--- src/pll_clock_params.svh ---
// Register offsets, field positions and timing counts
`ifndef PLL_CLOCK_PARAMS_SVH
`define PLL_CLOCK_PARAMS_SVH

// ****************************************************************
// Register byte offsets
// ****************************************************************
`define OFS_PLL_CONTROL 5'h00
`define OFS_PLL_BANDWIDTH 5'h04
`define OFS_BREAK_FLAG 5'h08
`define OFS_IRQ_STATUS 5'h0c
`define OFS_IRQ_ENABLE 5'h10
`define OFS_IRQ_CLEAR 5'h14
`define ADDR_BITS 5

// ****************************************************************
// Field positions
// ****************************************************************
`define CTL_PLL_ON 0
`define CTL_BASE_SEL 1
`define CTL_LOCK_IE 2
`define CTL_LOCK_FLAG 3
`define BW_AUTO 0
`define BW_TRACK 1
`define BW_LOCK 2
`define BFC_ENABLE 0
`define IRQ_LOCK_CHANGE 0
`define IRQ_STOP_FALLBACK 1
`define IRQ_BITS 2

// ****************************************************************
// Measurement windows in reference clock cycles
// ****************************************************************
`define ACQ_WINDOW 16'd32
`define TRK_WINDOW 16'd128
`define MEAS_WIDTH 16

`endif

--- src/pll_clock_pkg.sv ---
// Types shared by the clock control block
package pll_clock_pkg;
    typedef enum logic [1:0] {
        acq_measure,
        trk_measure,
        locked_watch
    } meas_state_t;
endpackage

--- src/clock_divider.sv ---
// Divide-by-two toggle stage for the base clock output
module clock_divider (
    input wire logic clk,
    input wire logic nrst,
    input wire logic hold,
    output logic half
);
    // Hold forces the output low and restarts the phase
    always_ff @(posedge clk or negedge nrst) begin
        if (!nrst) begin
            half <= 1'b0;
        end else if (hold) begin
            half <= 1'b0;
        end else begin
            half <= ~half;
        end
    end
endmodule

--- src/pll_clock_stop_break_lock.sv ---
// Clock control: stop handling, break flag protection, lock measurement
//
// Added by the designer: the AXI4-Lite register port and the address map.
`include "pll_clock_params.svh"

// Overview of operation
// - Stop disables generator, holds outputs low
// - Stop clears base clock select bit
// - After stop, crystal half drives base clock
// - Break clears allowed when enable is set
// - Flags cleared in break stay cleared
// - Auto mode sets tracking bit in tolerance
// - Auto mode sets lock bit in tolerance
// - Tracking confirmed over whole reference window
// - Lock confirmed over whole reference window
// - Lock reads zero when auto disabled
// - Tracking bit one tracking, reset acquisition
// - Lock change sets flag and interrupt
// - Select routes vco or crystal half out
module pll_clock_stop_break_lock
    import pll_clock_pkg::*;
#(
    parameter int ACQ_WINDOW = `ACQ_WINDOW,
    parameter int TRK_WINDOW = `TRK_WINDOW
) (
    input wire logic clk,
    input wire logic nrst,
    // AXI4-Lite slave
    input wire logic [`ADDR_BITS-1:0] awaddr,
    input wire logic awvalid,
    output logic awready,
    input wire logic [31:0] wdata,
    input wire logic [3:0] wstrb,
    input wire logic wvalid,
    output logic wready,
    output logic [1:0] bresp,
    output logic bvalid,
    input wire logic bready,
    input wire logic [`ADDR_BITS-1:0] araddr,
    input wire logic arvalid,
    output logic arready,
    output logic [31:0] rdata,
    output logic [1:0] rresp,
    output logic rvalid,
    input wire logic rready,
    // System integration
    input wire logic stop_req,
    input wire logic stop_exit,
    input wire logic break_state,
    input wire logic crystal_in,
    input wire logic vco_clock,
    input wire logic ref_tick,
    input wire logic freq_in_trk_tol,
    input wire logic freq_in_lock_tol,
    output logic crystal_clock_out,
    output logic base_clock_out,
    output logic timing_interrupt_clock,
    output logic stopped,
    output logic irq
);

    // ****************************************************************
    // Input synchronisers
    // ****************************************************************
    logic [5:0] sync1;
    logic [5:0] sync2;
    logic xtal_s, vco_s, tick_s, trk_s, lck_s, stop_s;

    // Pins from outside the domain, except stop_req and break_state, pass two flops before use
    always_ff @(posedge clk or negedge nrst) begin
        if (!nrst) begin
            sync1 <= 6'h00;
            sync2 <= 6'h00;
        end else begin
            sync1 <= {stop_exit, crystal_in, vco_clock, ref_tick,
                      freq_in_trk_tol, freq_in_lock_tol};
            sync2 <= sync1;
        end
    end
    assign {stop_s, xtal_s, vco_s, tick_s, trk_s, lck_s} = sync2;

    logic tick_d, tick_rise;
    always_ff @(posedge clk or negedge nrst) begin
        if (!nrst) begin
            tick_d <= 1'b0;
        end else begin
            tick_d <= tick_s;
        end
    end
    assign tick_rise = tick_s & ~tick_d;

    // ****************************************************************
    // Registers
    // ****************************************************************
    logic pll_on, base_clock_select, lock_ie, auto_mode, manual_track;
    logic break_flag_clear_enable;
    logic [`IRQ_BITS-1:0] irq_status, irq_enable;
    logic track_mode, lock_ind, lock_change_flag;
    logic stop_mode;

    // Write channel: address and data accepted in either order
    logic aw_held, w_held;
    logic [`ADDR_BITS-1:0] aw_addr;
    logic [31:0] w_data;
    logic [3:0] w_strb;
    logic wr_go;
    assign awready = ~aw_held & ~bvalid;
    assign wready = ~w_held & ~bvalid;
    assign wr_go = aw_held & w_held & ~bvalid;

    always_ff @(posedge clk or negedge nrst) begin
        if (!nrst) begin
            aw_held <= 1'b0;
            w_held <= 1'b0;
            aw_addr <= '0;
            w_data <= 32'h0;
            w_strb <= 4'h0;
            bvalid <= 1'b0;
        end else begin
            if (awvalid && awready) begin
                aw_held <= 1'b1;
                aw_addr <= awaddr;
            end
            if (wvalid && wready) begin
                w_held <= 1'b1;
                w_data <= wdata;
                w_strb <= wstrb;
            end
            if (wr_go) begin
                aw_held <= 1'b0;
                w_held <= 1'b0;
                bvalid <= 1'b1;
            end else if (bvalid && bready) begin
                bvalid <= 1'b0;
            end
        end
    end

    logic wr_known;
    always_comb begin
        unique case (aw_addr)
            `OFS_PLL_CONTROL, `OFS_PLL_BANDWIDTH, `OFS_BREAK_FLAG,
            `OFS_IRQ_STATUS, `OFS_IRQ_ENABLE, `OFS_IRQ_CLEAR: wr_known = 1'b1;
            default: wr_known = 1'b0;
        endcase
    end
    always_ff @(posedge clk or negedge nrst) begin
        if (!nrst) begin
            bresp <= 2'h0;
        end else if (wr_go) begin
            bresp <= wr_known ? 2'h0 : 2'h2;
        end
    end

    logic wr_ctl, wr_bw, wr_bfc, wr_en, wr_clr;
    assign wr_ctl = wr_go && aw_addr == `OFS_PLL_CONTROL && w_strb[0];
    assign wr_bw = wr_go && aw_addr == `OFS_PLL_BANDWIDTH && w_strb[0];
    assign wr_bfc = wr_go && aw_addr == `OFS_BREAK_FLAG && w_strb[0];
    assign wr_en = wr_go && aw_addr == `OFS_IRQ_ENABLE && w_strb[0];
    assign wr_clr = wr_go && aw_addr == `OFS_IRQ_CLEAR && w_strb[0];

    // Control register; select needs pll on, pll cannot drop while selected
    always_ff @(posedge clk or negedge nrst) begin
        if (!nrst) begin
            pll_on <= 1'b0;
            base_clock_select <= 1'b0;
            lock_ie <= 1'b0;
        end else if (stop_req) begin
            base_clock_select <= 1'b0;
        end else if (wr_ctl && !stop_mode) begin
            pll_on <= w_data[`CTL_PLL_ON] | base_clock_select;
            base_clock_select <= w_data[`CTL_BASE_SEL] & pll_on;
            lock_ie <= w_data[`CTL_LOCK_IE];
        end
    end

    // Bandwidth register; manual tracking value kept while auto
    always_ff @(posedge clk or negedge nrst) begin
        if (!nrst) begin
            auto_mode <= 1'b0;
            manual_track <= 1'b0;
        end else if (wr_bw) begin
            auto_mode <= w_data[`BW_AUTO];
            if (!auto_mode) begin
                manual_track <= w_data[`BW_TRACK];
            end
        end
    end

    always_ff @(posedge clk or negedge nrst) begin
        if (!nrst) begin
            break_flag_clear_enable <= 1'b0;
        end else if (wr_bfc) begin
            break_flag_clear_enable <= w_data[`BFC_ENABLE];
        end
    end

    always_ff @(posedge clk or negedge nrst) begin
        if (!nrst) begin
            irq_enable <= '0;
        end else if (wr_en) begin
            irq_enable <= w_data[`IRQ_BITS-1:0];
        end
    end

    // ****************************************************************
    // Lock measurement
    // ****************************************************************
    meas_state_t meas;
    logic [`MEAS_WIDTH-1:0] meas_cnt;
    logic meas_run, window_end;
    assign meas_run = pll_on & auto_mode & ~stop_mode;
    assign window_end = tick_rise && (meas == acq_measure ?
        meas_cnt == `MEAS_WIDTH'(ACQ_WINDOW - 1) :
        meas_cnt == `MEAS_WIDTH'(TRK_WINDOW - 1));

    // Each window must see tolerance on every reference tick
    logic win_ok;
    always_ff @(posedge clk or negedge nrst) begin
        if (!nrst) begin
            meas <= acq_measure;
            meas_cnt <= '0;
            win_ok <= 1'b1;
            track_mode <= 1'b0;
            lock_ind <= 1'b0;
        end else if (!meas_run) begin
            meas <= acq_measure;
            meas_cnt <= '0;
            win_ok <= 1'b1;
            track_mode <= 1'b0;
            lock_ind <= 1'b0;
        end else if (tick_rise) begin
            meas_cnt <= window_end ? '0 : meas_cnt + 1'b1;
            win_ok <= window_end ? 1'b1 : win_ok &
                (meas == acq_measure ? trk_s : lck_s);
            if (window_end) begin
                unique case (meas)
                    acq_measure: begin
                        if (win_ok && trk_s) begin
                            meas <= trk_measure;
                            track_mode <= 1'b1;
                        end
                    end
                    trk_measure: begin
                        if (win_ok && lck_s) begin
                            meas <= locked_watch;
                            lock_ind <= 1'b1;
                        end else if (!trk_s) begin
                            meas <= acq_measure;
                            track_mode <= 1'b0;
                        end
                    end
                    locked_watch: begin
                        if (!(win_ok && lck_s)) begin
                            meas <= trk_measure;
                            lock_ind <= 1'b0;
                        end
                    end
                endcase
            end
        end
    end

    logic lock_d, lock_edge;
    always_ff @(posedge clk or negedge nrst) begin
        if (!nrst) begin
            lock_d <= 1'b0;
        end else begin
            lock_d <= lock_ind;
        end
    end
    assign lock_edge = auto_mode & (lock_ind ^ lock_d);

    // ****************************************************************
    // Flags: set wins over clear; break gates register write clears
    // ****************************************************************
    logic clear_ok;
    assign clear_ok = ~break_state | break_flag_clear_enable;

    // Lock flag clears by writing zero to its control bit
    always_ff @(posedge clk or negedge nrst) begin
        if (!nrst) begin
            lock_change_flag <= 1'b0;
        end else if (lock_edge) begin
            lock_change_flag <= 1'b1;
        end else if (!auto_mode) begin
            lock_change_flag <= 1'b0;
        end else if (wr_ctl && clear_ok && !w_data[`CTL_LOCK_FLAG]) begin
            lock_change_flag <= 1'b0;
        end
    end

    logic [`IRQ_BITS-1:0] irq_set;
    assign irq_set = {stop_req & base_clock_select, lock_edge};
    always_ff @(posedge clk or negedge nrst) begin
        if (!nrst) begin
            irq_status <= '0;
        end else begin
            for (int i = 0; i < `IRQ_BITS; i++) begin
                if (irq_set[i]) begin
                    irq_status[i] <= 1'b1;
                end else if (wr_clr && clear_ok && w_data[i]) begin
                    irq_status[i] <= 1'b0;
                end
            end
        end
    end

    // Lock interrupt also follows the control register enable
    assign irq = |(irq_status & irq_enable) |
        (lock_change_flag & lock_ie & auto_mode);

    // ****************************************************************
    // Read channel
    // ****************************************************************
    assign arready = ~rvalid;
    always_ff @(posedge clk or negedge nrst) begin
        if (!nrst) begin
            rvalid <= 1'b0;
            rdata <= 32'h0;
            rresp <= 2'h0;
        end else if (arvalid && arready) begin
            rvalid <= 1'b1;
            rresp <= 2'h0;
            unique case (araddr)
                `OFS_PLL_CONTROL: rdata <= 32'({lock_change_flag & auto_mode,
                    lock_ie, base_clock_select, pll_on});
                `OFS_PLL_BANDWIDTH: rdata <= 32'({lock_ind & auto_mode,
                    auto_mode ? track_mode : manual_track, auto_mode});
                `OFS_BREAK_FLAG: rdata <= 32'(break_flag_clear_enable);
                `OFS_IRQ_STATUS: rdata <= 32'(irq_status);
                `OFS_IRQ_ENABLE: rdata <= 32'(irq_enable);
                `OFS_IRQ_CLEAR: rdata <= 32'h0;
                default: begin
                    rdata <= 32'h0;
                    rresp <= 2'h2;
                end
            endcase
        end else if (rvalid && rready) begin
            rvalid <= 1'b0;
        end
    end

    // ****************************************************************
    // Stop mode and clock outputs
    // ****************************************************************
    always_ff @(posedge clk or negedge nrst) begin
        if (!nrst) begin
            stop_mode <= 1'b0;
        end else if (stop_req) begin
            stop_mode <= 1'b1;
        end else if (stop_s) begin
            stop_mode <= 1'b0;
        end
    end
    assign stopped = stop_mode;

    // Outputs registered so the mux never glitches; stop forces all low
    logic xtal_half, vco_half;
    clock_divider u_xtal_div (
        .clk(clk),
        .nrst(nrst),
        .hold(stop_mode | ~xtal_s),
        .half(xtal_half)
    );
    always_ff @(posedge clk or negedge nrst) begin
        if (!nrst) begin
            vco_half <= 1'b0;
        end else if (stop_mode || !pll_on) begin
            vco_half <= 1'b0;
        end else if (vco_s) begin
            vco_half <= ~vco_half;
        end
    end

    always_ff @(posedge clk or negedge nrst) begin
        if (!nrst) begin
            crystal_clock_out <= 1'b0;
            base_clock_out <= 1'b0;
            timing_interrupt_clock <= 1'b0;
        end else if (stop_mode) begin
            crystal_clock_out <= 1'b0;
            base_clock_out <= 1'b0;
            timing_interrupt_clock <= 1'b0;
        end else begin
            crystal_clock_out <= xtal_s;
            base_clock_out <= base_clock_select ? vco_half : xtal_half;
            timing_interrupt_clock <= xtal_s;
        end
    end

endmodule

--- config.mk ---
export PLATFORM = sky130hd
export DESIGN_NAME = pll_clock_stop_break_lock
export DESIGN_NICKNAME = d
export VERILOG_FILES = /design/src/pll_clock_pkg.sv /design/src/clock_divider.sv /design/src/pll_clock_stop_break_lock.sv
export VERILOG_INCLUDE_DIRS = /design/src
export SDC_FILE = /design/constraint.sdc
export NUM_CORES = 1
export LEC_CHECK = 0
export BUFFER_PORTS_ARGS = -buffer_cell sky130_fd_sc_hd__buf_2
export CAP_MARGIN = 20
export CORE_ASPECT_RATIO = 1.1
export CORE_MARGIN = 1
export CORE_UTILIZATION = 35
export DETAILED_ROUTE_END_ITERATION = 7
export GPL_TIMING_DRIVEN = 0
export PLACE_DENSITY = 0.68
export SYNTH_ARGS = -nofsm -noshare
export SYNTH_HDL_FRONTEND = slang
export SYNTH_SLANG_ARGS = --single-unit
--- constraint.sdc ---
create_clock -name clk -period 5.3 [get_ports clk]
set_input_delay 1.06 -clock clk [delete_from_list [all_inputs] [get_ports clk]]
set_output_delay 1.06 -clock clk [all_outputs]
set_load 0.05 [all_outputs]
Word-level counts from Yosys, hierarchy flattened --
Cells that the tools add are included.
Word-level totals: bits in read-only memories 0, input port bits 61, bits in latches 0, RAM bits 0, output and inout bits 46, logic and storage cells 200, memories kept 0, register bits 101
Operators by class: magnitude comparators 0, shifts and indexed selects 0, reductions and logical operators 48, div/mod/pow operators 0, $mul 0, eq/ne operators 25, bitwise operators 33, $add $sub $neg 1, muxes and demuxes 59
Operators with widths (count):
- $mux 16 | 3
- $mux 1 | 43
- $logic_and 1x1->1 | 24
- $eq 5x4->1 const B | 4
- $eq 5x5->1 const B | 4
- $pmux 4 s5 | 1
- $mux 2 | 9
- $reduce_bool 2->1 | 9
- $add 16x1->16 const B | 1
- $eq 16x5->1 const B | 1
- $eq 16x7->1 const B | 1
- $and 1x1->1 | 15
- $ne 3x3->1 const B | 4
- $not 1->1 | 12
- $reduce_or 6->1 | 2
- $eq 5x3->1 const B | 2
- $logic_not 5->1 | 2
- $reduce_and 5->1 | 2
- $ne 3x1->1 const B | 3
- $pmux 2 s3 | 1
- $reduce_and 6->1 | 1
- $ne 4x4->1 const B | 1
- $or 1x1->1 | 4
- $pmux 1 s2 | 2
- 12 further kinds | 15

Longest topological paths before layout --
word-level depth 9, depth in mapped cells 6, depth with buffers taken out 5

By module --
From an unflattened synthesis, not the netlist that was laid out.
Second synthesis, totals: cell total of the unflattened synthesis 323, area, all modules 3442.1 um^2
Modules (own cells, without submodules):
- pll_clock_stop_break_lock | instances 1, cells an instance 321, area each 3413.3 um^2, seq. area each 1752.9 um^2
- clock_divider | instances 1, cells an instance 2, area each 28.8 um^2, seq. area each 25.0 um^2

Worst setup path before layout --
No wires, ideal clock.
kind flip-flop to output port, start register bvalid, end output wready, path buffers 0, data arrival time 1333 ps, stages on the path, launching flop included 2, data required time 4240 ps, path slack 2907 ps, path through dfrtp_1 -> nor2_1
Between the ends: word-level cells in the longest chain between the ends 2
Ends and longest elaborated chain:
- start: declaration | line pll_clock_stop_break_lock.sv:37 | output logic bvalid,
- start signal: assignment | line pll_clock_stop_break_lock.sv:118 | bvalid <= 1'b0;
- start signal: assignment | line pll_clock_stop_break_lock.sv:132 | bvalid <= 1'b1;
- start signal: assignment | line pll_clock_stop_break_lock.sv:134 | bvalid <= 1'b0;
- $not 1->1 | line pll_clock_stop_break_lock.sv:108 | assign wready = ~w_held & ~bvalid;
- $and 1x1->1 | line pll_clock_stop_break_lock.sv:108
- end: declaration | line pll_clock_stop_break_lock.sv:35 | output logic wready,
No other way between the ends.

Worst setup path in the final report --
start register auto_mode, end output irq
Between the ends: word-level cells in the longest chain between the ends 2
Ends and longest elaborated chain:
- start: declaration | line pll_clock_stop_break_lock.sv:95 | logic pll_on, base_clock_select, lock_ie, auto_mode, manual_track;
- start signal: assignment | line pll_clock_stop_break_lock.sv:183 | auto_mode <= w_data[`BW_AUTO];
- $and 1x1->1 | line pll_clock_stop_break_lock.sv:311 | (lock_change_flag & lock_ie & auto_mode);
- $or 1x1->1 | line pll_clock_stop_break_lock.sv:310 | assign irq = |(irq_status & irq_enable) |
- end: declaration | line pll_clock_stop_break_lock.sv:59 | output logic irq
No other way between the ends.

==> qor.csv <==
metric;value;unit
Post-synth EDFFs;0;
share of the synthesized area in the top cell type;51.6;%
register area share after synthesis;52.4;%
synth top area cells;dfrtp_1 52%, buf_4 6.9%, mux2_2 6.0%, o21ai_0 2.9%, nand2_1 2.2%;
HP Start;sync1[4];
Period Utilization, post-route;48.4;%
Die H;105;um
critical path class;register to primary output;
Max Cap Viol;0;
hold crit path type;register to register;
Final Cell Area;4070;sq um
CTS root buffer;clkbuf_8;
routed len/inst;12.9;um
Flop pwr share;45.5;%
Setup Skew;0.00632;ns
Tot GR Track Use;14.5;%
ANT nets after route;0;
Row Count;37;
DRC;0;
detailed placement HPWL;4790;um
final wirelength;6760;um
Top-Level Pins;107;
largest net degree at the start of global routing;72;
diodes inserted;0;
Net Switching;511;uW
Final setup viols;0;
Remaining Overflow, GRT;0;
mapped cell area;3390;sq um
cell with the most instances after synthesis;dfrtp_1;
slew of the pin with the lowest slew margin;0.916;ns
chip width;95.9;um
first-pass GRT wire length;11400;um
Pleak;1.84;nW
Post-Place Worst Slack;2.85;ns
initial antenna violation count;0;
maximum vdd drop;0.141;mV
area grow syn2layout;19.9;%
top cell family by delay on the critical path;buffers and inverters;
Worst setup EP type;primary output;
Worst path slowest cell;dfrtp_1;
CTS tree;built;
total CTS buffers;9;
routability cong.;0.856;
final hold vios;0;
Vias per Instance;4.92;
Post-CTS Setup Bufs;0;
RSZ-0062 raised after global routing;no;
Reg clk slew, reported paths;0.07;ns
Comb pwr share;26.0;%
highest clock rate;389;MHz
Hold-fix buffers, CTS;0;
cell accounting for the most synthesized area;dfrtp_1;
PD cells;368;nW/um^2
yosys warns;0;
Worst Setup SP;auto_mode;
Syn Inst Count;316;
Final min period;2.57;ns
Net Sw Frac;34.1;%
Max Slew Vio Count;0;
Post-synth top flop;dfrtp_1;
synth unique cells;52;
Synth Register Bits;71;
Synth top cells by count;70 x dfrtp_1, 31 x buf_4, 20 x nand2_1, 20 x nor2_1, 20 x o21ai_0;
Initial Util;36.1;%
final worst setup slack;2.73;ns
crit path max fanout;10;
CTS resizes;0;
setup TNS;0;ns
vias in the first global route;2477;
Num Clock Sinks;71;
die area;10100;sq um
syn avg cell area;10.7;sq um
crit start category;register;
core area;9400;sq um
Max Buffers Root-to-Sink;2;
Fillers;916;
worst stage delay on the critical path;0.35;ns
Arr. time, crit path;1.51;ns
relative slew slack;37.4;%
Clock Latency Late Sink;0.34;ns
status;complete, no violations;
WP buf/inv;2;
register area;1780;sq um
Worst Path Required;4.24;ns
Clk pwr share;28.5;%
CP Cell Sequence;clkbuf_1 > nand3_1 > nand2_1 > buf_2;
Post-Route Utilization;43.3;%
share of cells above drive strength 1;28.3;%
DR pass1 iterations;4;
Pint;988;uW
NumNets Final;463;
DR vias;2572;
fraction of registers with async set or reset after synthesis;100;%
drt first-iter violations;122;
Port Buffers;45;
multi-input logic area;1420;sq um
H-tree depth;3;
Placed Area;3880;sq um
reg2reg start;bvalid;
## power groups by stage
| stage | Sequential, mW | Clock [mW] | Combinational [mW] |
|---|---|---|---|
| 5_1_grt | 0.695 | 0.457 | 0.428 |
| 2_1_floorplan | 0.714 | 0 | 0.269 |
| 3_3_place_gp | 0.690 | 0 | 0.384 |
| 4_1_cts | 0.683 | 0.438 | 0.393 |
| 6_report | 0.682 | 0.427 | 0.390 |
| 3_5_place_dp | 0.693 | 0 | 0.391 |
## metal layers
layer	global-route usage [%]	wire length (um)
met1	18.1	2900
met2	24.0	3410
met3	2.74	333
met4	6.50	115
met5	0	0
## metrics by stage
stage	power [mW]	instances	hold WS (ns)
3_5_place_dp	1.08	507	0.336
3_3_place_gp	1.07	507	0.333
4_1_cts	1.51	523	0.352
2_1_floorplan	0.983	345	0.331
6_report	1.50	523	0.349
5_1_grt	1.58	523	0.354
## worst reg2reg max path, delay by kind of cell (launching register included)
| family | cells | cell delay, ns |
|---|---|---|
| DFF | 1 | 0.43 |
| and+or+nand+nor | 2 | 0.51 |
| AOI/OAI and AO/OA | 2 | 1.08 |
## worst paths after layout
kind | endpoint | slack (ns) | cells past startpoint
hold reg to reg | sync2[4] | 0.35 | 0
max in group asynchronous | break_flag_clear_enable | 3.89 | 1
setup / recovery | irq | 2.73 | 4
setup reg to reg | irq_status[0] | 3.18 | 4
hold / removal | sync2[4] | 0.35 | 0
min in group asynchronous | sync1[0] | 0.84 | 1
## sequential cells by signal, summed over array words and instances (netlist names), 2 cells and up
name        flops
aw_addr         5
irq_enable      2
irq_status      2
meas            2
meas_cnt       16
rdata           4
sync1           6
sync2           6
w_data          4
## final cells by class
type	count	area share, %
flip-flops and latches	71	43.7
well taps	117	3.60
clock buffers	13	3.66
plain buffers	42	6.80
inverters	7	0.646
repair buffers	45	5.60
multi-input cells	225	35.0
clock inverters	3	1.05
## cell families after synthesis
| family | after synthesis | synth area share, % |
|---|---|---|
| simple gates | 96 | 15.4 |
| compound gates | 67 | 13.0 |
| mux | 22 | 7.52 |
| xor+xnor | 9 | 2.32 |
| flops | 71 | 52.4 |
| other cells | 1 | 0.110 |
| fa+ha+maj | 1 | 0.369 |
| buf+inv | 49 | 8.92 |
## cells in the final DEF, fill, tap and decap left out, drive strengths merged, types with 3 or more instances in the layout
master,count
o21a,4
nor3,7
xor2,3
a31oi,3
a2111oi,3
nand2b,4
buf,78
xnor2,6
dfrtp,70
nand2,20
nand3,8
mux2i,3
a32o,3
a21oi,12
conb,30
a211oi,5
o21ai,20
clkbuf,22
mux2,18
nor2,20
nor2b,6
or3,8
nand4,5
or4,4
inv,7
o31ai,3
No activity file was read; power rests on OpenSTA's default activity.
